### src/include/disp_setup_consts.vh
// command codes, parameter field positions, reset values and timing counts for the display setup block
// included by hw/ design files; definitions only
`ifndef DISP_SETUP_CONSTS_VH
`define DISP_SETUP_CONSTS_VH

`define CMD_DISPLAY_SETUP 8'hb2
`define CMD_PIXEL_IF_POL 8'hb3
`define CMD_EXT_UNLOCK 8'hb9
`define CMD_DISPLAY_ON 8'h29
`define CMD_DISPLAY_OFF 8'h28
`define CMD_SLEEP_IN 8'h10
`define CMD_SLEEP_OUT 8'h11
`define CMD_SOFT_RESET 8'h01
`define UNLOCK_KEY0 8'hff
`define UNLOCK_KEY1 8'h83
`define UNLOCK_KEY2 8'h92

`define SETUP_PARAM_COUNT 4'hc
`define PAR_SRCGATE 4'h0
`define PAR_LINES 4'h1
`define PAR_BPORCH 4'h2
`define PAR_FPORCH 4'h3
`define PAR_LPERIOD 4'h4
`define PAR_OPAMP 4'h5
`define PAR_GAMMA_AMP_ON_TIME 4'h6
`define PAR_GAMMA_AMP_OFF_TIME 4'h7
`define PAR_BPORCH_PI 4'h8
`define PAR_FPORCH_PI 4'h9
`define PAR_LPERIOD_PI 4'ha
`define PAR_RES_SW 4'hb

`define SRC_GROUND 2'h0
`define SRC_FULL_SCALE 2'h2
`define SRC_DISPLAY 2'h3

`define RST_SRCGATE 8'h08
`define RST_LINES 8'hc8
`define RST_PORCH 8'h00
`define RST_LPERIOD 8'h05
`define RST_OPAMP 8'h70
`define RST_GAMMA_AMP_ON_TIME 8'h00
`define RST_GAMMA_AMP_OFF_TIME 8'hff
`define RST_RES_SW 8'h20
`define RST_POLARITY 4'h1

`define LINE_BASE 11'd480
`define LPERIOD_BASE 11'd600
`define PORCH_ADD 9'd2
`define NL_MAX 8'hde
`define OSC_HZ 40000000
`define INIT_STEP_MS 1
`define INIT_STEP_CYCLES (`OSC_HZ / 1000 * `INIT_STEP_MS)

`endif

### src/hw/param_store.v
// twelve-byte parameter memory with registered read-out of every entry
// written from the command decoder on mclk; reset loads the defaults
`timescale 1ns/10ps
`include "disp_setup_consts.vh"

module param_store #(
  parameter DEPTH = 12
) (
  input wire mclk,
  input wire reset,
  input wire wr_en,
  input wire [3:0] wr_idx,
  input wire [7:0] wr_data,
  input wire [1:0] src_force,
  input wire src_force_en,
  input wire [1:0] gate_force,
  input wire gate_force_en,
  output wire [DEPTH*8-1:0] rd_flat
);
  genvar i;
  generate
    for (i = 0; i < DEPTH; i = i + 1) begin : entry
      reg [7:0] mem_reg;
      wire [7:0] rst_val;
      assign rst_val = (i == `PAR_SRCGATE) ? `RST_SRCGATE :
                       (i == `PAR_LINES) ? `RST_LINES :
                       (i == `PAR_LPERIOD || i == `PAR_LPERIOD_PI) ? `RST_LPERIOD :
                       (i == `PAR_OPAMP) ? `RST_OPAMP :
                       (i == `PAR_GAMMA_AMP_OFF_TIME) ? `RST_GAMMA_AMP_OFF_TIME :
                       (i == `PAR_RES_SW) ? `RST_RES_SW : `RST_PORCH;
      always @(posedge mclk) begin
        if (reset) begin
          mem_reg <= rst_val;
        end else if (i == `PAR_SRCGATE && (src_force_en || gate_force_en)) begin
          mem_reg[1:0] <= src_force_en ? src_force : mem_reg[1:0];
          mem_reg[3:2] <= gate_force_en ? gate_force : mem_reg[3:2];
        end else if (wr_en && wr_idx == i) begin
          mem_reg <= wr_data;
        end
      end
      assign rd_flat[i*8 +: 8] = mem_reg;
    end
  endgenerate
endmodule // param_store

### src/hw/display_setup.v
// display setup command decoder: parameter bytes, auto source/gate control, pixel input polarity
// command bytes arrive on mclk from the link decoder; pixel pins are asynchronous
//
// Operation
// - setup opcode then twelve parameter bytes accepted
// - two-bit source field selects ground, full, display
// - display on sets 11, off sets 10
// - sleep in: source 00, gate pair 10
// - sleep out: gate pair 11
// - gate off, low only, or full swing
// - porch lines equal value plus two
// - partial idle uses its own porch fields
// - opamp current is field plus one times reference
// - init pulse one to five ms, others inhibited
// - clocks per line 600 plus four times field
// - driven lines 480 plus four times field
// - line count leaves memory mapping unchanged
// - switch order selects one of four sequences
// - resolution disables central source band
// - all resets load the default values
// - setup commands need extended unlock first
// - polarity byte: edge, hsync, vsync, enable
// - display enabled when enable matches polarity
// - sync active level follows polarity bit
// - pixel edge select rising or falling
`timescale 1ns/10ps
`include "disp_setup_consts.vh"

module display_setup #(
  parameter INIT_STEP = `INIT_STEP_CYCLES
) (
  input wire mclk,
  input wire reset,
  input wire cmd_valid,
  input wire cmd_is_param,
  input wire [7:0] cmd_byte,
  input wire partial_idle,
  input wire pixel_clock_in,
  input wire vertical_sync_in,
  input wire horizontal_sync_in,
  input wire enable_in,
  input wire init_start,
  output reg [1:0] source_mode,
  output reg gate_low_drive,
  output reg gate_high_drive,
  output reg [8:0] porch_front_lines,
  output reg [8:0] porch_back_lines,
  output reg [10:0] line_clocks,
  output reg [10:0] driven_lines,
  output reg [4:0] opamp_current_mult,
  output reg [1:0] switch_order_sel,
  output reg [2:0] resolution_sel,
  output reg [9:0] band_first,
  output reg [9:0] band_last,
  output reg band_off,
  output reg [7:0] gamma_amp_on_time,
  output reg [7:0] gamma_amp_off_time,
  output reg init_pulse,
  output reg display_enabled,
  output reg vsync_active,
  output reg hsync_active,
  output reg pixel_sample,
  output reg ext_unlocked
);
  localparam ST_IDLE = 2'd0;
  localparam ST_SETUP = 2'd1;
  localparam ST_POL = 2'd2;
  localparam ST_UNLOCK = 2'd3;

  reg [1:0] state_reg, state_next;
  reg [3:0] idx_reg, idx_next;
  reg unlock_reg, unlock_next;
  reg [3:0] polarity_reg;
  // pin synchronisers: {pixel clock, hsync, vsync} and enable
  reg [2:0] sync1_reg, sync2_reg;
  reg en1_reg, en2_reg;
  reg pclk_prev_reg;
  reg [2:0] init_steps_reg;
  reg [31:0] init_cnt_reg;
  reg init_run_reg;
  reg wr_en;
  reg [1:0] src_force;
  reg src_force_en;
  reg [1:0] gate_force;
  reg gate_force_en;
  reg soft_rst;
  wire store_rst;
  wire [95:0] pf;
  wire [7:0] p_srcgate, p_lines, p_bp, p_fp, p_lp, p_op, p_bpi, p_fpi, p_lpi, p_res;
  wire cmd_cmd, cmd_par;

  assign cmd_cmd = cmd_valid && !cmd_is_param;
  assign cmd_par = cmd_valid && cmd_is_param;
  // software reset reloads parameter and polarity defaults; the unlock survives it
  assign store_rst = reset | soft_rst;

  // forces from display and sleep commands win over byte-zero writes
  param_store #(
    .DEPTH(12)
  ) store (
    .mclk(mclk),
    .reset(store_rst),
    .wr_en(wr_en),
    .wr_idx(idx_reg),
    .wr_data(cmd_byte),
    .src_force(src_force),
    .src_force_en(src_force_en),
    .gate_force(gate_force),
    .gate_force_en(gate_force_en),
    .rd_flat(pf)
  );

  assign p_srcgate = pf[`PAR_SRCGATE*8 +: 8];
  assign p_lines = pf[`PAR_LINES*8 +: 8];
  assign p_bp = pf[`PAR_BPORCH*8 +: 8];
  assign p_fp = pf[`PAR_FPORCH*8 +: 8];
  assign p_lp = pf[`PAR_LPERIOD*8 +: 8];
  assign p_op = pf[`PAR_OPAMP*8 +: 8];
  assign p_bpi = pf[`PAR_BPORCH_PI*8 +: 8];
  assign p_fpi = pf[`PAR_FPORCH_PI*8 +: 8];
  assign p_lpi = pf[`PAR_LPERIOD_PI*8 +: 8];
  assign p_res = pf[`PAR_RES_SW*8 +: 8];

  // command sequencing
  always @* begin
    state_next = state_reg;
    idx_next = idx_reg;
    unlock_next = unlock_reg;
    wr_en = 1'b0;
    src_force = 2'b00;
    src_force_en = 1'b0;
    gate_force = 2'b00;
    gate_force_en = 1'b0;
    soft_rst = 1'b0;
    if (cmd_cmd) begin
      idx_next = 4'h0;
      state_next = ST_IDLE;
      case (cmd_byte)
        `CMD_EXT_UNLOCK: begin
          state_next = ST_UNLOCK;
          unlock_next = 1'b0;
        end
        `CMD_DISPLAY_SETUP: begin
          if (unlock_reg) begin
            state_next = ST_SETUP;
          end
        end
        `CMD_PIXEL_IF_POL: begin
          if (unlock_reg) begin
            state_next = ST_POL;
          end
        end
        `CMD_SOFT_RESET: begin
          soft_rst = 1'b1;
        end
        `CMD_DISPLAY_ON: begin
          src_force = `SRC_DISPLAY;
          src_force_en = 1'b1;
        end
        `CMD_DISPLAY_OFF: begin
          src_force = `SRC_FULL_SCALE;
          src_force_en = 1'b1;
        end
        `CMD_SLEEP_IN: begin
          src_force = `SRC_GROUND;
          src_force_en = 1'b1;
          gate_force = 2'b10;
          gate_force_en = 1'b1;
        end
        `CMD_SLEEP_OUT: begin
          gate_force = 2'b11;
          gate_force_en = 1'b1;
        end
        default: begin
          state_next = ST_IDLE;
        end
      endcase
    end else if (cmd_par) begin
      case (state_reg)
        // bytes past the twelfth arrive in idle and are dropped
        ST_SETUP: begin
          wr_en = 1'b1;
          idx_next = idx_reg + 4'h1;
          if (idx_reg == `SETUP_PARAM_COUNT - 4'h1) begin
            state_next = ST_IDLE;
          end
        end
        ST_POL: begin
          state_next = ST_IDLE;
        end
        // key bytes checked in order; any miss drops to idle still locked
        ST_UNLOCK: begin
          idx_next = idx_reg + 4'h1;
          if ((idx_reg == 4'h0 && cmd_byte != `UNLOCK_KEY0) || (idx_reg == 4'h1 && cmd_byte != `UNLOCK_KEY1)) begin
            state_next = ST_IDLE;
          end else if (idx_reg == 4'h2) begin
            unlock_next = (cmd_byte == `UNLOCK_KEY2);
            state_next = ST_IDLE;
          end
        end
        default: begin
          state_next = ST_IDLE;
        end
      endcase
    end
  end

  always @(posedge mclk) begin
    if (reset) begin
      state_reg <= ST_IDLE;
      idx_reg <= 4'h0;
      unlock_reg <= 1'b0;
      polarity_reg <= `RST_POLARITY;
    end else begin
      state_reg <= state_next;
      idx_reg <= idx_next;
      unlock_reg <= unlock_next;
      if (soft_rst) begin
        polarity_reg <= `RST_POLARITY;
      end else if (cmd_par && state_reg == ST_POL) begin
        polarity_reg <= cmd_byte[3:0];
      end
    end
  end

  // pixel pins through two flops
  always @(posedge mclk) begin
    if (reset) begin
      sync1_reg <= 3'b000;
      sync2_reg <= 3'b000;
      en1_reg <= 1'b0;
      en2_reg <= 1'b0;
      pclk_prev_reg <= 1'b0;
    end else begin
      sync1_reg <= {pixel_clock_in, horizontal_sync_in, vertical_sync_in};
      sync2_reg <= sync1_reg;
      en1_reg <= enable_in;
      en2_reg <= en1_reg;
      pclk_prev_reg <= sync2_reg[2];
    end
  end

  // init pulse, one ms per step beyond the first
  // inhibited codes never start a pulse; any reset stops a running one
  always @(posedge mclk) begin
    if (reset || soft_rst) begin
      init_run_reg <= 1'b0;
      init_cnt_reg <= 32'h0;
      init_steps_reg <= 3'h0;
    end else if (init_start && p_op[2:0] <= 3'h4) begin
      init_run_reg <= 1'b1;
      init_cnt_reg <= INIT_STEP - 1;
      init_steps_reg <= p_op[2:0];
    end else if (init_run_reg) begin
      if (init_cnt_reg != 32'h0) begin
        init_cnt_reg <= init_cnt_reg - 32'h1;
      end else if (init_steps_reg != 3'h0) begin
        init_steps_reg <= init_steps_reg - 3'h1;
        init_cnt_reg <= INIT_STEP - 1;
      end else begin
        init_run_reg <= 1'b0;
      end
    end
  end

  // decoded outputs, all registered
  always @(posedge mclk) begin
    if (reset) begin
      source_mode <= `SRC_GROUND;
      gate_low_drive <= 1'b0;
      gate_high_drive <= 1'b0;
      porch_front_lines <= 9'd0;
      porch_back_lines <= 9'd0;
      line_clocks <= `LPERIOD_BASE;
      driven_lines <= `LINE_BASE;
      opamp_current_mult <= 5'd1;
      switch_order_sel <= 2'b00;
      resolution_sel <= 3'b000;
      band_first <= 10'd0;
      band_last <= 10'd0;
      band_off <= 1'b0;
      gamma_amp_on_time <= 8'h00;
      gamma_amp_off_time <= 8'h00;
      init_pulse <= 1'b0;
      display_enabled <= 1'b0;
      vsync_active <= 1'b0;
      hsync_active <= 1'b0;
      pixel_sample <= 1'b0;
      ext_unlocked <= 1'b0;
    end else begin
      source_mode <= p_srcgate[1:0];
      gate_low_drive <= p_srcgate[3];
      gate_high_drive <= p_srcgate[3] & p_srcgate[2];
      if (partial_idle) begin
        porch_front_lines <= {1'b0, p_fpi} + `PORCH_ADD;
        porch_back_lines <= {1'b0, p_bpi} + `PORCH_ADD;
        line_clocks <= `LPERIOD_BASE + {1'b0, p_lpi, 2'b00};
      end else begin
        porch_front_lines <= {1'b0, p_fp} + `PORCH_ADD;
        porch_back_lines <= {1'b0, p_bp} + `PORCH_ADD;
        line_clocks <= `LPERIOD_BASE + {1'b0, p_lp, 2'b00};
      end
      // line count only sets scan length, never memory addressing
      driven_lines <= `LINE_BASE + {1'b0, p_lines, 2'b00};
      opamp_current_mult <= {1'b0, p_op[7:4]} + 5'd1;
      switch_order_sel <= p_res[1:0];
      resolution_sel <= p_res[6:4];
      // band limits are 1-based numbers of the disabled centre channels
      case (p_res[6:4])
        3'b001: begin
          band_first <= 10'd385;
          band_last <= 10'd416;
          band_off <= 1'b1;
        end
        3'b010: begin
          band_first <= 10'd361;
          band_last <= 10'd440;
          band_off <= 1'b1;
        end
        3'b011: begin
          band_first <= 10'd301;
          band_last <= 10'd500;
          band_off <= 1'b1;
        end
        default: begin
          band_first <= 10'd0;
          band_last <= 10'd0;
          band_off <= 1'b0;
        end
      endcase
      gamma_amp_on_time <= pf[`PAR_GAMMA_AMP_ON_TIME*8 +: 8];
      gamma_amp_off_time <= pf[`PAR_GAMMA_AMP_OFF_TIME*8 +: 8];
      init_pulse <= init_run_reg;
      display_enabled <= (en2_reg == polarity_reg[0]);
      vsync_active <= (sync2_reg[0] == polarity_reg[1]);
      hsync_active <= (sync2_reg[1] == polarity_reg[2]);
      // edge taken behind the second flop so a metastable level never reaches it
      pixel_sample <= polarity_reg[3] ? (pclk_prev_reg & ~sync2_reg[2]) : (~pclk_prev_reg & sync2_reg[2]);
      ext_unlocked <= unlock_reg;
    end
  end
endmodule // display_setup

### config.mk
export PLATFORM = sky130hd
export DESIGN_NAME = display_setup
export DESIGN_NICKNAME = d
export VERILOG_FILES = /design/src/hw/param_store.v /design/src/hw/display_setup.v
export VERILOG_INCLUDE_DIRS = /design/src /design/src/include
export SDC_FILE = /design/constraint.sdc
export NUM_CORES = 1
export LEC_CHECK = 0
export BUFFER_PORTS_ARGS = -buffer_cell sky130_fd_sc_hd__buf_2
export CAP_MARGIN = 40
export CORE_MARGIN = 1
export CORE_UTILIZATION = 46
export CTS_BUF_LIST = sky130_fd_sc_hd__clkbuf_16
export CTS_CLUSTER_DIAMETER = 40
export CTS_CLUSTER_SIZE = 16
export DETAILED_ROUTE_END_ITERATION = 10
export GPL_ROUTABILITY_DRIVEN = 0
export PLACE_DENSITY = 0.68
export SLEW_MARGIN = 25
export SYNTH_ARGS = -nofsm -noshare
export SYNTH_HDL_FRONTEND = slang
export SYNTH_HIERARCHICAL = 1
export SYNTH_SLANG_ARGS = --single-unit
### constraint.sdc
create_clock -name mclk -period 2.7 [get_ports mclk]
set_input_delay 0.675 -clock mclk [delete_from_list [all_inputs] [get_ports mclk]]
set_output_delay 0.675 -clock mclk [all_outputs]
set_load 0.005 [all_outputs]
==> results of run 1 <==
==> power by group through the flow <==
stage	Sequential [mW]	Combinational, mW	Clock [mW]
global route	3.36	0.450	4.57
floorplan	3.42	0.286	0
CTS	3.36	0.411	4.41
finish	3.36	0.413	4.32
detailed placement	3.42	0.408	0
global placement	3.42	0.406	0
==> cell type report <==
| class | count | area (um^2) | area share |
|---|---|---|---|
| timing repair buffer | 147 | 881 | 0.0767 |
| sequential | 221 | 4420 | 0.385 |
| multi-input combinational | 726 | 4610 | 0.402 |
| inverter | 20 | 75.1 | 0.00654 |
| clock buffer | 37 | 926 | 0.0806 |
| clock inverter | 26 | 225 | 0.0196 |
| tap | 270 | 338 | 0.0294 |
==> routing by layer <==
metal / global-route usage / vias up / part of all wire
li1: - / 3963 / -
met1: 0.299 / 3785 / 0.48
met2: 0.349 / 216 / 0.45
met3: 0.0348 / 35 / 0.051
met4: 0.0823 / 0 / 0.021
met5: 0 / - / 0
==> metrics by stage <==
stage	setup WS, ps	hold WS [ps]	util	cells	instance area (um^2)
floorplan	71.1	385	-	1066	9690
global placement	164	404	0.506	1384	10300
detailed placement	130	411	0.506	1384	10300
CTS	368	385	0.562	1447	11500
global route	146	424	0.562	1447	11500
finish	347	398	0.562	1447	11500
==> how the worst min path moves through the flow <==
stage,startpoint,cells past startpoint,to,slack (ps)
2_1_floorplan,store/entry[1].mem_reg[3],1,driven_lines[5],380
3_3_place_gp,store/entry[1].mem_reg[3],1,driven_lines[5],400
3_5_place_dp,store/entry[5].mem_reg[4],1,opamp_current_mult[0],410
4_1_cts,enable_in,2,en1_reg,380
5_1_grt,pixel_clock_in,2,sync1_reg[2],420
6_report,enable_in,2,en1_reg,400
==> placed cells by master (no fill, tap or decap), drive strengths merged, types with 11 or more instances in the layout <==
| cell | count |
|---|---|
| dfxtp | 221 |
| a21oi | 104 |
| nand2 | 41 |
| nand4 | 12 |
| and3 | 30 |
| or3 | 15 |
| nand3 | 88 |
| nor2 | 52 |
| nor3 | 15 |
| o21ai | 80 |
| a211o | 19 |
| nor4 | 14 |
| clkinv | 11 |
| o31ai | 13 |
| mux2 | 16 |
| xnor2 | 15 |
| ha | 12 |
| or4 | 16 |
| buf | 147 |
| xor2 | 14 |
| clkbuf | 37 |
| nor2b | 49 |
| inv | 34 |
| mux2i | 15 |
==> critical path, stage by stage (launching register included) <==
cell and delay, ps:
dfxtp_1 350, inv_1 70, ha_1 220, nor4b_1 400, and4_1 380, nand4_1 260
or4_1 460, a21oi_1 150
==> summary.md, run 1 <==
| Metric | Value |
|---|---|
| Status | `complete, no violations` |
| Crit end category | `flop` |
| Postcts setup bufs | `0` |
| Clk root buf | `clkbuf_16` |
| Gate Count Post-Synth | `1057` |
| DR iter-0 viols | `602` |
| Setup TNS | `0 ps` |
| Crit path capture | `init_cnt_reg[30]` |
| Cell Rows | `52` |
| Part of the power in registers | `0.415` |
| CP Max Fanout | `6` |
| WS Path Type | `reg -> reg` |
| TritonCTS clock tree | `done` |
| Startpoint Class | `flop` |
| Hold Crit Class | `in -> reg` |
| # port buffers | `104` |
| CP required | `3130 ps` |
| Total Wirelength | `23600 um` |
| Die width | `147 um` |
| Vias per inst | `5.53` |
| PD cells | `705 nW/um^2` |
| Total track usage | `0.219` |
| Final hold violations | `0` |
| Io pins | `115` |
| Worst vdd ir | `446 uV` |
| Period minus WS final | `2350 ps` |
| Max Slew Vio Count | `0` |
| CTS Hold Buffers Added | `0` |
| RSZ-0062 raised after global routing | `no` |
| DRC Markers | `0` |
| Resized cells post-CTS | `0` |
| Clk pwr share | `0.534` |
| Pre-antenna DRT Iters | `5` |
| # diodes | `0` |
| Die area | `21600 um^2` |
| Setup violators final | `0` |
| Yosys warns | `6` |
| Layout Nets | `1182` |
| Share of cells above drive strength 1 | `0.218` |
| Vias in the first global route | `7492` |
| CTS Sinks | `221` |
| Clk slew on worst S/H paths | `50 ps` |
| Pin count of the biggest net entering global routing | `82` |
| Die Span Y | `147 um` |
| Synth Area per Inst | `9.13 um^2` |
| Clock skew | `31.1 ps` |
| Global-route wire length before repair | `38600 um` |
| Vias | `7999` |
| Slew Limit Headroom | `0.450` |
| CP Data Arrival Time | `2780 ps` |
| Max clock buf depth | `3` |
| Clk Latency, worst-skew pair | `520 ps` |
| Grt ovf | `0` |
| ANT nets after route | `0` |
| Total core area | `20400 um^2` |
| Num CTS Buffers | `36` |
| Critical Path Source | `init_cnt_reg[0]` |
| Area growth syn-to-layout | `19.0%` |
| Post-Syn Area | `9650 um^2` |
| H-tree depth | `2` |
| R2r endpoint | `init_cnt_reg[30]` |
| Dpl hpwl | `15200 um` |
| Int Power | `6.12 mW` |
| Fmax | `0.425 GHz` |
| Antenna violations before repair | `0` |
| Switching Power | `1.98 mW` |
| P_leak | `4.67 nW` |
| Tot Pwr | `8.09 mW` |
| Max-cap violations | `0` |
| Initial Util | `0.472` |
| Comb pwr share | `0.051` |
| Average wire per standard cell | `16.3 um` |
| R2R Setup Slk | `350 ps` |
| Fill cells | `1844` |
| Period utilization | `0.872` |
| Max reg flops | `88` |
| Start of the worst register-to-register path | `init_cnt_reg[0]` |
| Sw Share | `0.244` |
| Slew @ Worst Pin | `825 ps` |
| Worst R2R Path Depth | `7` |
(Power assumes the default switching activity.)
==> inputs of run 2 (changes only) <==
--- a/config.mk
+++ b/config.mk
@@ -15,7 +15,7 @@
 export CTS_CLUSTER_SIZE = 16
 export DETAILED_ROUTE_END_ITERATION = 10
 export GPL_ROUTABILITY_DRIVEN = 0
-export PLACE_DENSITY = 0.68
+export PLACE_DENSITY_LB_ADDON = 0.1
 export SLEW_MARGIN = 25
 export SYNTH_ARGS = -nofsm -noshare
 export SYNTH_HDL_FRONTEND = slang
==> summary.md, run 2 (synthesis results as in run 1) <==
| Metric | Value |
|---|---|
| Status | `complete, no violations` |
| Total Wirelength | `23600 um` |
| Total core area | `20400 um^2` |
| Area growth syn-to-layout | `18.8%` |
| Initial Util | `0.472` |
| Slew @ Worst Pin | `605 ps` |
| Io pins | `115` |
| Global-route wire length before repair | `38700 um` |
| WP depth | `7` |
| Slew Limit Headroom | `0.595` |
| Clk root buf | `clkbuf_16` |
| Hold path depth | `2` |
| Max-cap violations | `0` |
| Util after Layout | `0.561` |
| Setup violators final | `0` |
| Max reg flops | `88` |
| Clk Latency, worst-skew pair | `500 ps` |
| Die Span Y | `147 um` |
| H-tree depth | `2` |
| ANT nets after route | `0` |
| Share of cells above drive strength 1 | `0.214` |
| Crit end category | `flop` |
| Placed insts | `1382` |
| Vias per inst | `5.52` |
| Min-delay src | `enable_in` |
| Max clock buf depth | `3` |
| Total track usage | `0.221` |
| PD cells | `707 nW/um^2` |
| Cell Rows | `52` |
| DR iter-0 viols | `562` |
| Critical path buffers and inverters | `1` |
| Layout Nets | `1179` |
| Resized cells post-CTS | `0` |
| Period minus WS final | `2380 ps` |
| Most frequent cells in the layout | `221 x dfxtp_1, 104 x buf_2, 97 x a21oi_1` |
| Post-DP Area | `10300 um^2` |
| WS Path Type | `reg -> reg` |
| Fill cells | `1912` |
| CP Max Fanout | `6` |
| Clock skew | `14.1 ps` |
| Start of the worst register-to-register path | `init_cnt_reg[0]` |
| Antenna violations before repair | `0` |
| Postcts setup bufs | `0` |
| CP max stage cell | `or4_1` |
| Vias | `7983` |
| Setup TNS | `0 ps` |
| Die area | `21600 um^2` |
| Worst vdd ir | `398 uV` |
| TritonCTS clock tree | `done` |
| Hold Crit Class | `in -> reg` |
| Pre-antenna DRT Iters | `5` |
| Period utilization | `0.883` |
| Tot Pwr | `8.11 mW` |
| Max incr delay on CP | `470 ps` |
| CTS Sinks | `221` |
| # diodes | `0` |
| Pin count of the biggest net entering global routing | `81` |
| Num CTS Buffers | `35` |
| Final hold violations | `0` |
| # port buffers | `104` |
| Clk slew on worst S/H paths | `50 ps` |
| Max Slew Vio Count | `0` |
| Final instance area | `11500 um^2` |
| Average wire per standard cell | `16.3 um` |
| Most common cell after layout, fill and taps aside | `dfxtp_1` |
| RSZ-0062 raised after global routing | `no` |
| Fmax | `0.419 GHz` |
| Top cell family by delay on the critical path | `simple AND/OR/NAND/NOR gates` |
| Vias in the first global route | `7455` |
| Worst R2R Path Depth | `7` |
| CP cell instances | `inv_1, ha_1, nor4b_1, and4_1, nand4_1, or4_1, a21oi_1` |
| Finished Layout Cells | `1445` |
| CP required | `3120 ps` |
| Critical Path Source | `init_cnt_reg[0]` |
| Dpl hpwl | `15100 um` |
| P_leak | `4.66 nW` |
| Grt ovf | `0` |
| Die width | `147 um` |
| CP Data Arrival Time | `2810 ps` |
| CTS Hold Buffers Added | `0` |
| DRC Markers | `0` |
| Startpoint Class | `flop` |
-- run 2: changes by cell type in the layout (fill, tap and decap cells not counted), sizes merged --
cell / before / now
inv: 34 / 29
bufinv: 1 / 3
clkinv: 11 / 13
buf: 147 / 145
clkinvlp: 0 / 1
-- run 2: path summary, 6_finish.rpt --
kind / to / slack (ps)
setup / recovery: init_cnt_reg[30] / 320
hold / removal: en1_reg / 390
setup reg to reg: init_cnt_reg[30] / 320
hold reg to reg: opamp_current_mult[0] / 430
-- run 2: report_power, final --
part           switching (mW)  total, mW  internal, mW
clock network            1.56       4.35          2.78
registers              0.0384       3.36          3.32
logic                   0.263      0.408         0.145
total                    1.87       8.11          6.25
-- run 2: area by class of cell --
class,instances,area (um^2),area share
Inverter,20,75.1,0.00655
Clock inverter,26,224,0.0195
Multi-Input combinational cell,726,4610,0.402
Timing Repair Buffer,145,866,0.0755
Clock buffer,37,926,0.0808
Tap cell,270,338,0.0295
Sequential cell,221,4420,0.386
-- run 2: metal layers --
| layer | GRT usage | part of all wire |
|---|---|---|
| met1 | 0.312 | 0.47 |
| met4 | 0.0724 | 0.021 |
| met3 | 0.0438 | 0.062 |
| met2 | 0.337 | 0.45 |
| met5 | 0 | 0 |
-- run 2: worst register-to-register path, stage by stage (launching register included) --
cell and delay, ps:
dfxtp_1 350, inv_1 70, ha_1 220, nor4b_1 430, and4_1 410, nand4_1 240
or4_1 470, a21oi_1 140
-- run 2: metrics by stage --
step	hold slack [ps]	setup WS, ps
floorplan	385	71.1
global placement	415	165
detailed placement	420	117
CTS	370	344
global route	398	130
finish	391	315
==> inputs of run 3 (changes only) <==
--- a/config.mk
+++ b/config.mk
@@ -16,6 +16,7 @@
 export DETAILED_ROUTE_END_ITERATION = 10
 export GPL_ROUTABILITY_DRIVEN = 0
 export PLACE_DENSITY_LB_ADDON = 0.1
+export RECOVER_POWER = 100
 export SLEW_MARGIN = 25
 export SYNTH_ARGS = -nofsm -noshare
 export SYNTH_HDL_FRONTEND = slang
==> summary.md, run 3 (synthesis results as in run 1) <==
| Metric | Value |
|---|---|
| Fmax | `0.398 GHz` |
| Die Span Y | `147 um` |
| # diodes | `0` |
| R2R Setup Slk | `290 ps` |
| Total Wirelength | `23700 um` |
| Period minus WS final | `2510 ps` |
| Sequential Area | `4420 um^2` |
| Cell Rows | `52` |
| Critical Path Source | `cmd_byte[1]` |
| Max reg flops | `88` |
| Top cell family by delay on the critical path | `buffers and inverters` |
| Pin count of the biggest net entering global routing | `81` |
| Pre-antenna DRT Iters | `5` |
| Io pins | `115` |
| Util after Layout | `0.555` |
| Worst R2R Path Depth | `7` |
| Fill cells | `1947` |
| RSZ-0062 raised after global routing | `no` |
| Global-route wire length before repair | `38700 um` |
| # port buffers | `104` |
| Status | `finished with violations` |
| CP max stage cell | `clkbuf_4` |
| Most frequent cells in the layout | `221 x dfxtp_1, 102 x a21oi_1, 88 x nand3_1` |
| Hold EP | `en1_reg` |
| Max clock buf depth | `3` |
| R2r endpoint | `init_cnt_reg[2]` |
| Setup violators final | `0` |
| Hold Crit Class | `in -> reg` |
| CTS Hold Buffers Added | `0` |
| Max-cap violations | `1` |
| Total core area | `20400 um^2` |
| Max Slew Vio Count | `35` |
| Layout Nets | `1179` |
| Vias | `7969` |
| Antenna violations before repair | `0` |
| DRC Markers | `0` |
| Setup TNS | `0 ps` |
| Initial Util | `0.472` |
| Post-DP Area | `10300 um^2` |
| Startpoint Class | `input pin` |
| Most common cell after layout, fill and taps aside | `dfxtp_1` |
| Die area | `21600 um^2` |
| Start of the worst register-to-register path | `init_cnt_reg[0]` |
| Final instance area | `11300 um^2` |
| Vias in the first global route | `7455` |
| Area growth syn-to-layout | `17.4%` |
| Vias per inst | `5.51` |
| Resized cells post-CTS | `0` |
| Postcts setup bufs | `0` |
| Total track usage | `0.221` |
| Slew Limit Headroom | `-0.0501` |
| Clk slew on worst S/H paths | `50 ps` |
| Period utilization | `0.931` |
| Average wire per standard cell | `16.4 um` |
| Dpl hpwl | `15100 um` |
| Slew @ Worst Pin | `1580 ps` |
| CP Data Arrival Time | `2940 ps` |
| Num CTS Buffers | `35` |
| Clock skew | `18.5 ps` |
| Clk root buf | `clkbuf_16` |
| CP cell instances | `clkbuf_1, nor4b_1, and2_0, a31oi_1, inv_1, clkbuf_4, a211o_1` |
| WP depth | `7` |
| Clk Latency, worst-skew pair | `500 ps` |
| Max incr delay on CP | `820 ps` |
| CP required | `3130 ps` |
| Critical path buffers and inverters | `3` |
| Finished Layout Cells | `1445` |
| Area of the multi-input gates | `4560 um^2` |
| PD cells | `716 nW/um^2` |
| CTS Sinks | `221` |
| CP Max Fanout | `80` |
| Failing checks | `max-capacitance violations, max-slew violations` |
| Hold path depth | `2` |
| DR iter-0 viols | `621` |
| Die width | `147 um` |
| Placed insts | `1382` |
| Min-delay src | `enable_in` |
| Final hold violations | `0` |
| P_leak | `4.48 nW` |
| Crit end category | `flop` |
| TritonCTS clock tree | `done` |
| ANT nets after route | `0` |
| WS Path Type | `in -> reg` |
| Grt ovf | `0` |
| H-tree depth | `2` |
| Share of cells above drive strength 1 | `0.167` |
| Worst vdd ir | `399 uV` |
==> run 3: cell type report <==
class	count	area share
multi-input combinational	726	0.402
tap	270	0.0298
clock buffer	37	0.0817
clock inverter	26	0.0198
inverter	20	0.00663
timing repair buffer	145	0.0694
sequential	221	0.391
==> run 3: how the worst max path moves through the flow <==
| stage | endpoint | slack, ps |
|---|---|---|
| 6_report | store/entry[10].mem_reg[0] | 190 |
| 5_1_grt | init_cnt_reg[2] | 80 |
| 4_1_cts | init_cnt_reg[30] | 340 |
| 3_5_place_dp | store/entry[0].mem_reg[0] | 120 |
| 3_3_place_gp | store/entry[0].mem_reg[0] | 160 |
| 2_1_floorplan | store/entry[10].mem_reg[1] | 70 |
==> run 3: per-stage QoR <==
stage	hold WS, ps	total power, mW	setup WS (ps)
floorplan	385	3.70	71.1
global placement	415	3.83	165
detailed placement	420	3.83	117
CTS	370	8.22	344
global route	398	8.41	80.1
finish	392	8.11	187
==> run 3: routing by layer <==
layer	vias up	routed length, um	track usage
met4	0	473	0.0724
met2	239	10500	0.337
met5	-	0	0
met1	3735	11300	0.312
met3	37	1460	0.0438
li1	3958	-	-
==> run 3: worst reg2reg max path, delay by kind of cell (launching register included) <==
kind / cells / cell delay [ps]
adders and majority gates: 1 / 210
AOI/OAI and AO/OA: 2 / 420
buffers and inverters: 1 / 70
and+or+nand+nor: 3 / 1230
DFF: 1 / 350
==> run 3: report_power, final <==
group | leakage, nW | internal [mW] | switching [mW]
Combinational | 2.10 | 0.136 | 0.260
Clock | 0.582 | 2.78 | 1.57
Sequential | 1.80 | 3.32 | 0.0388
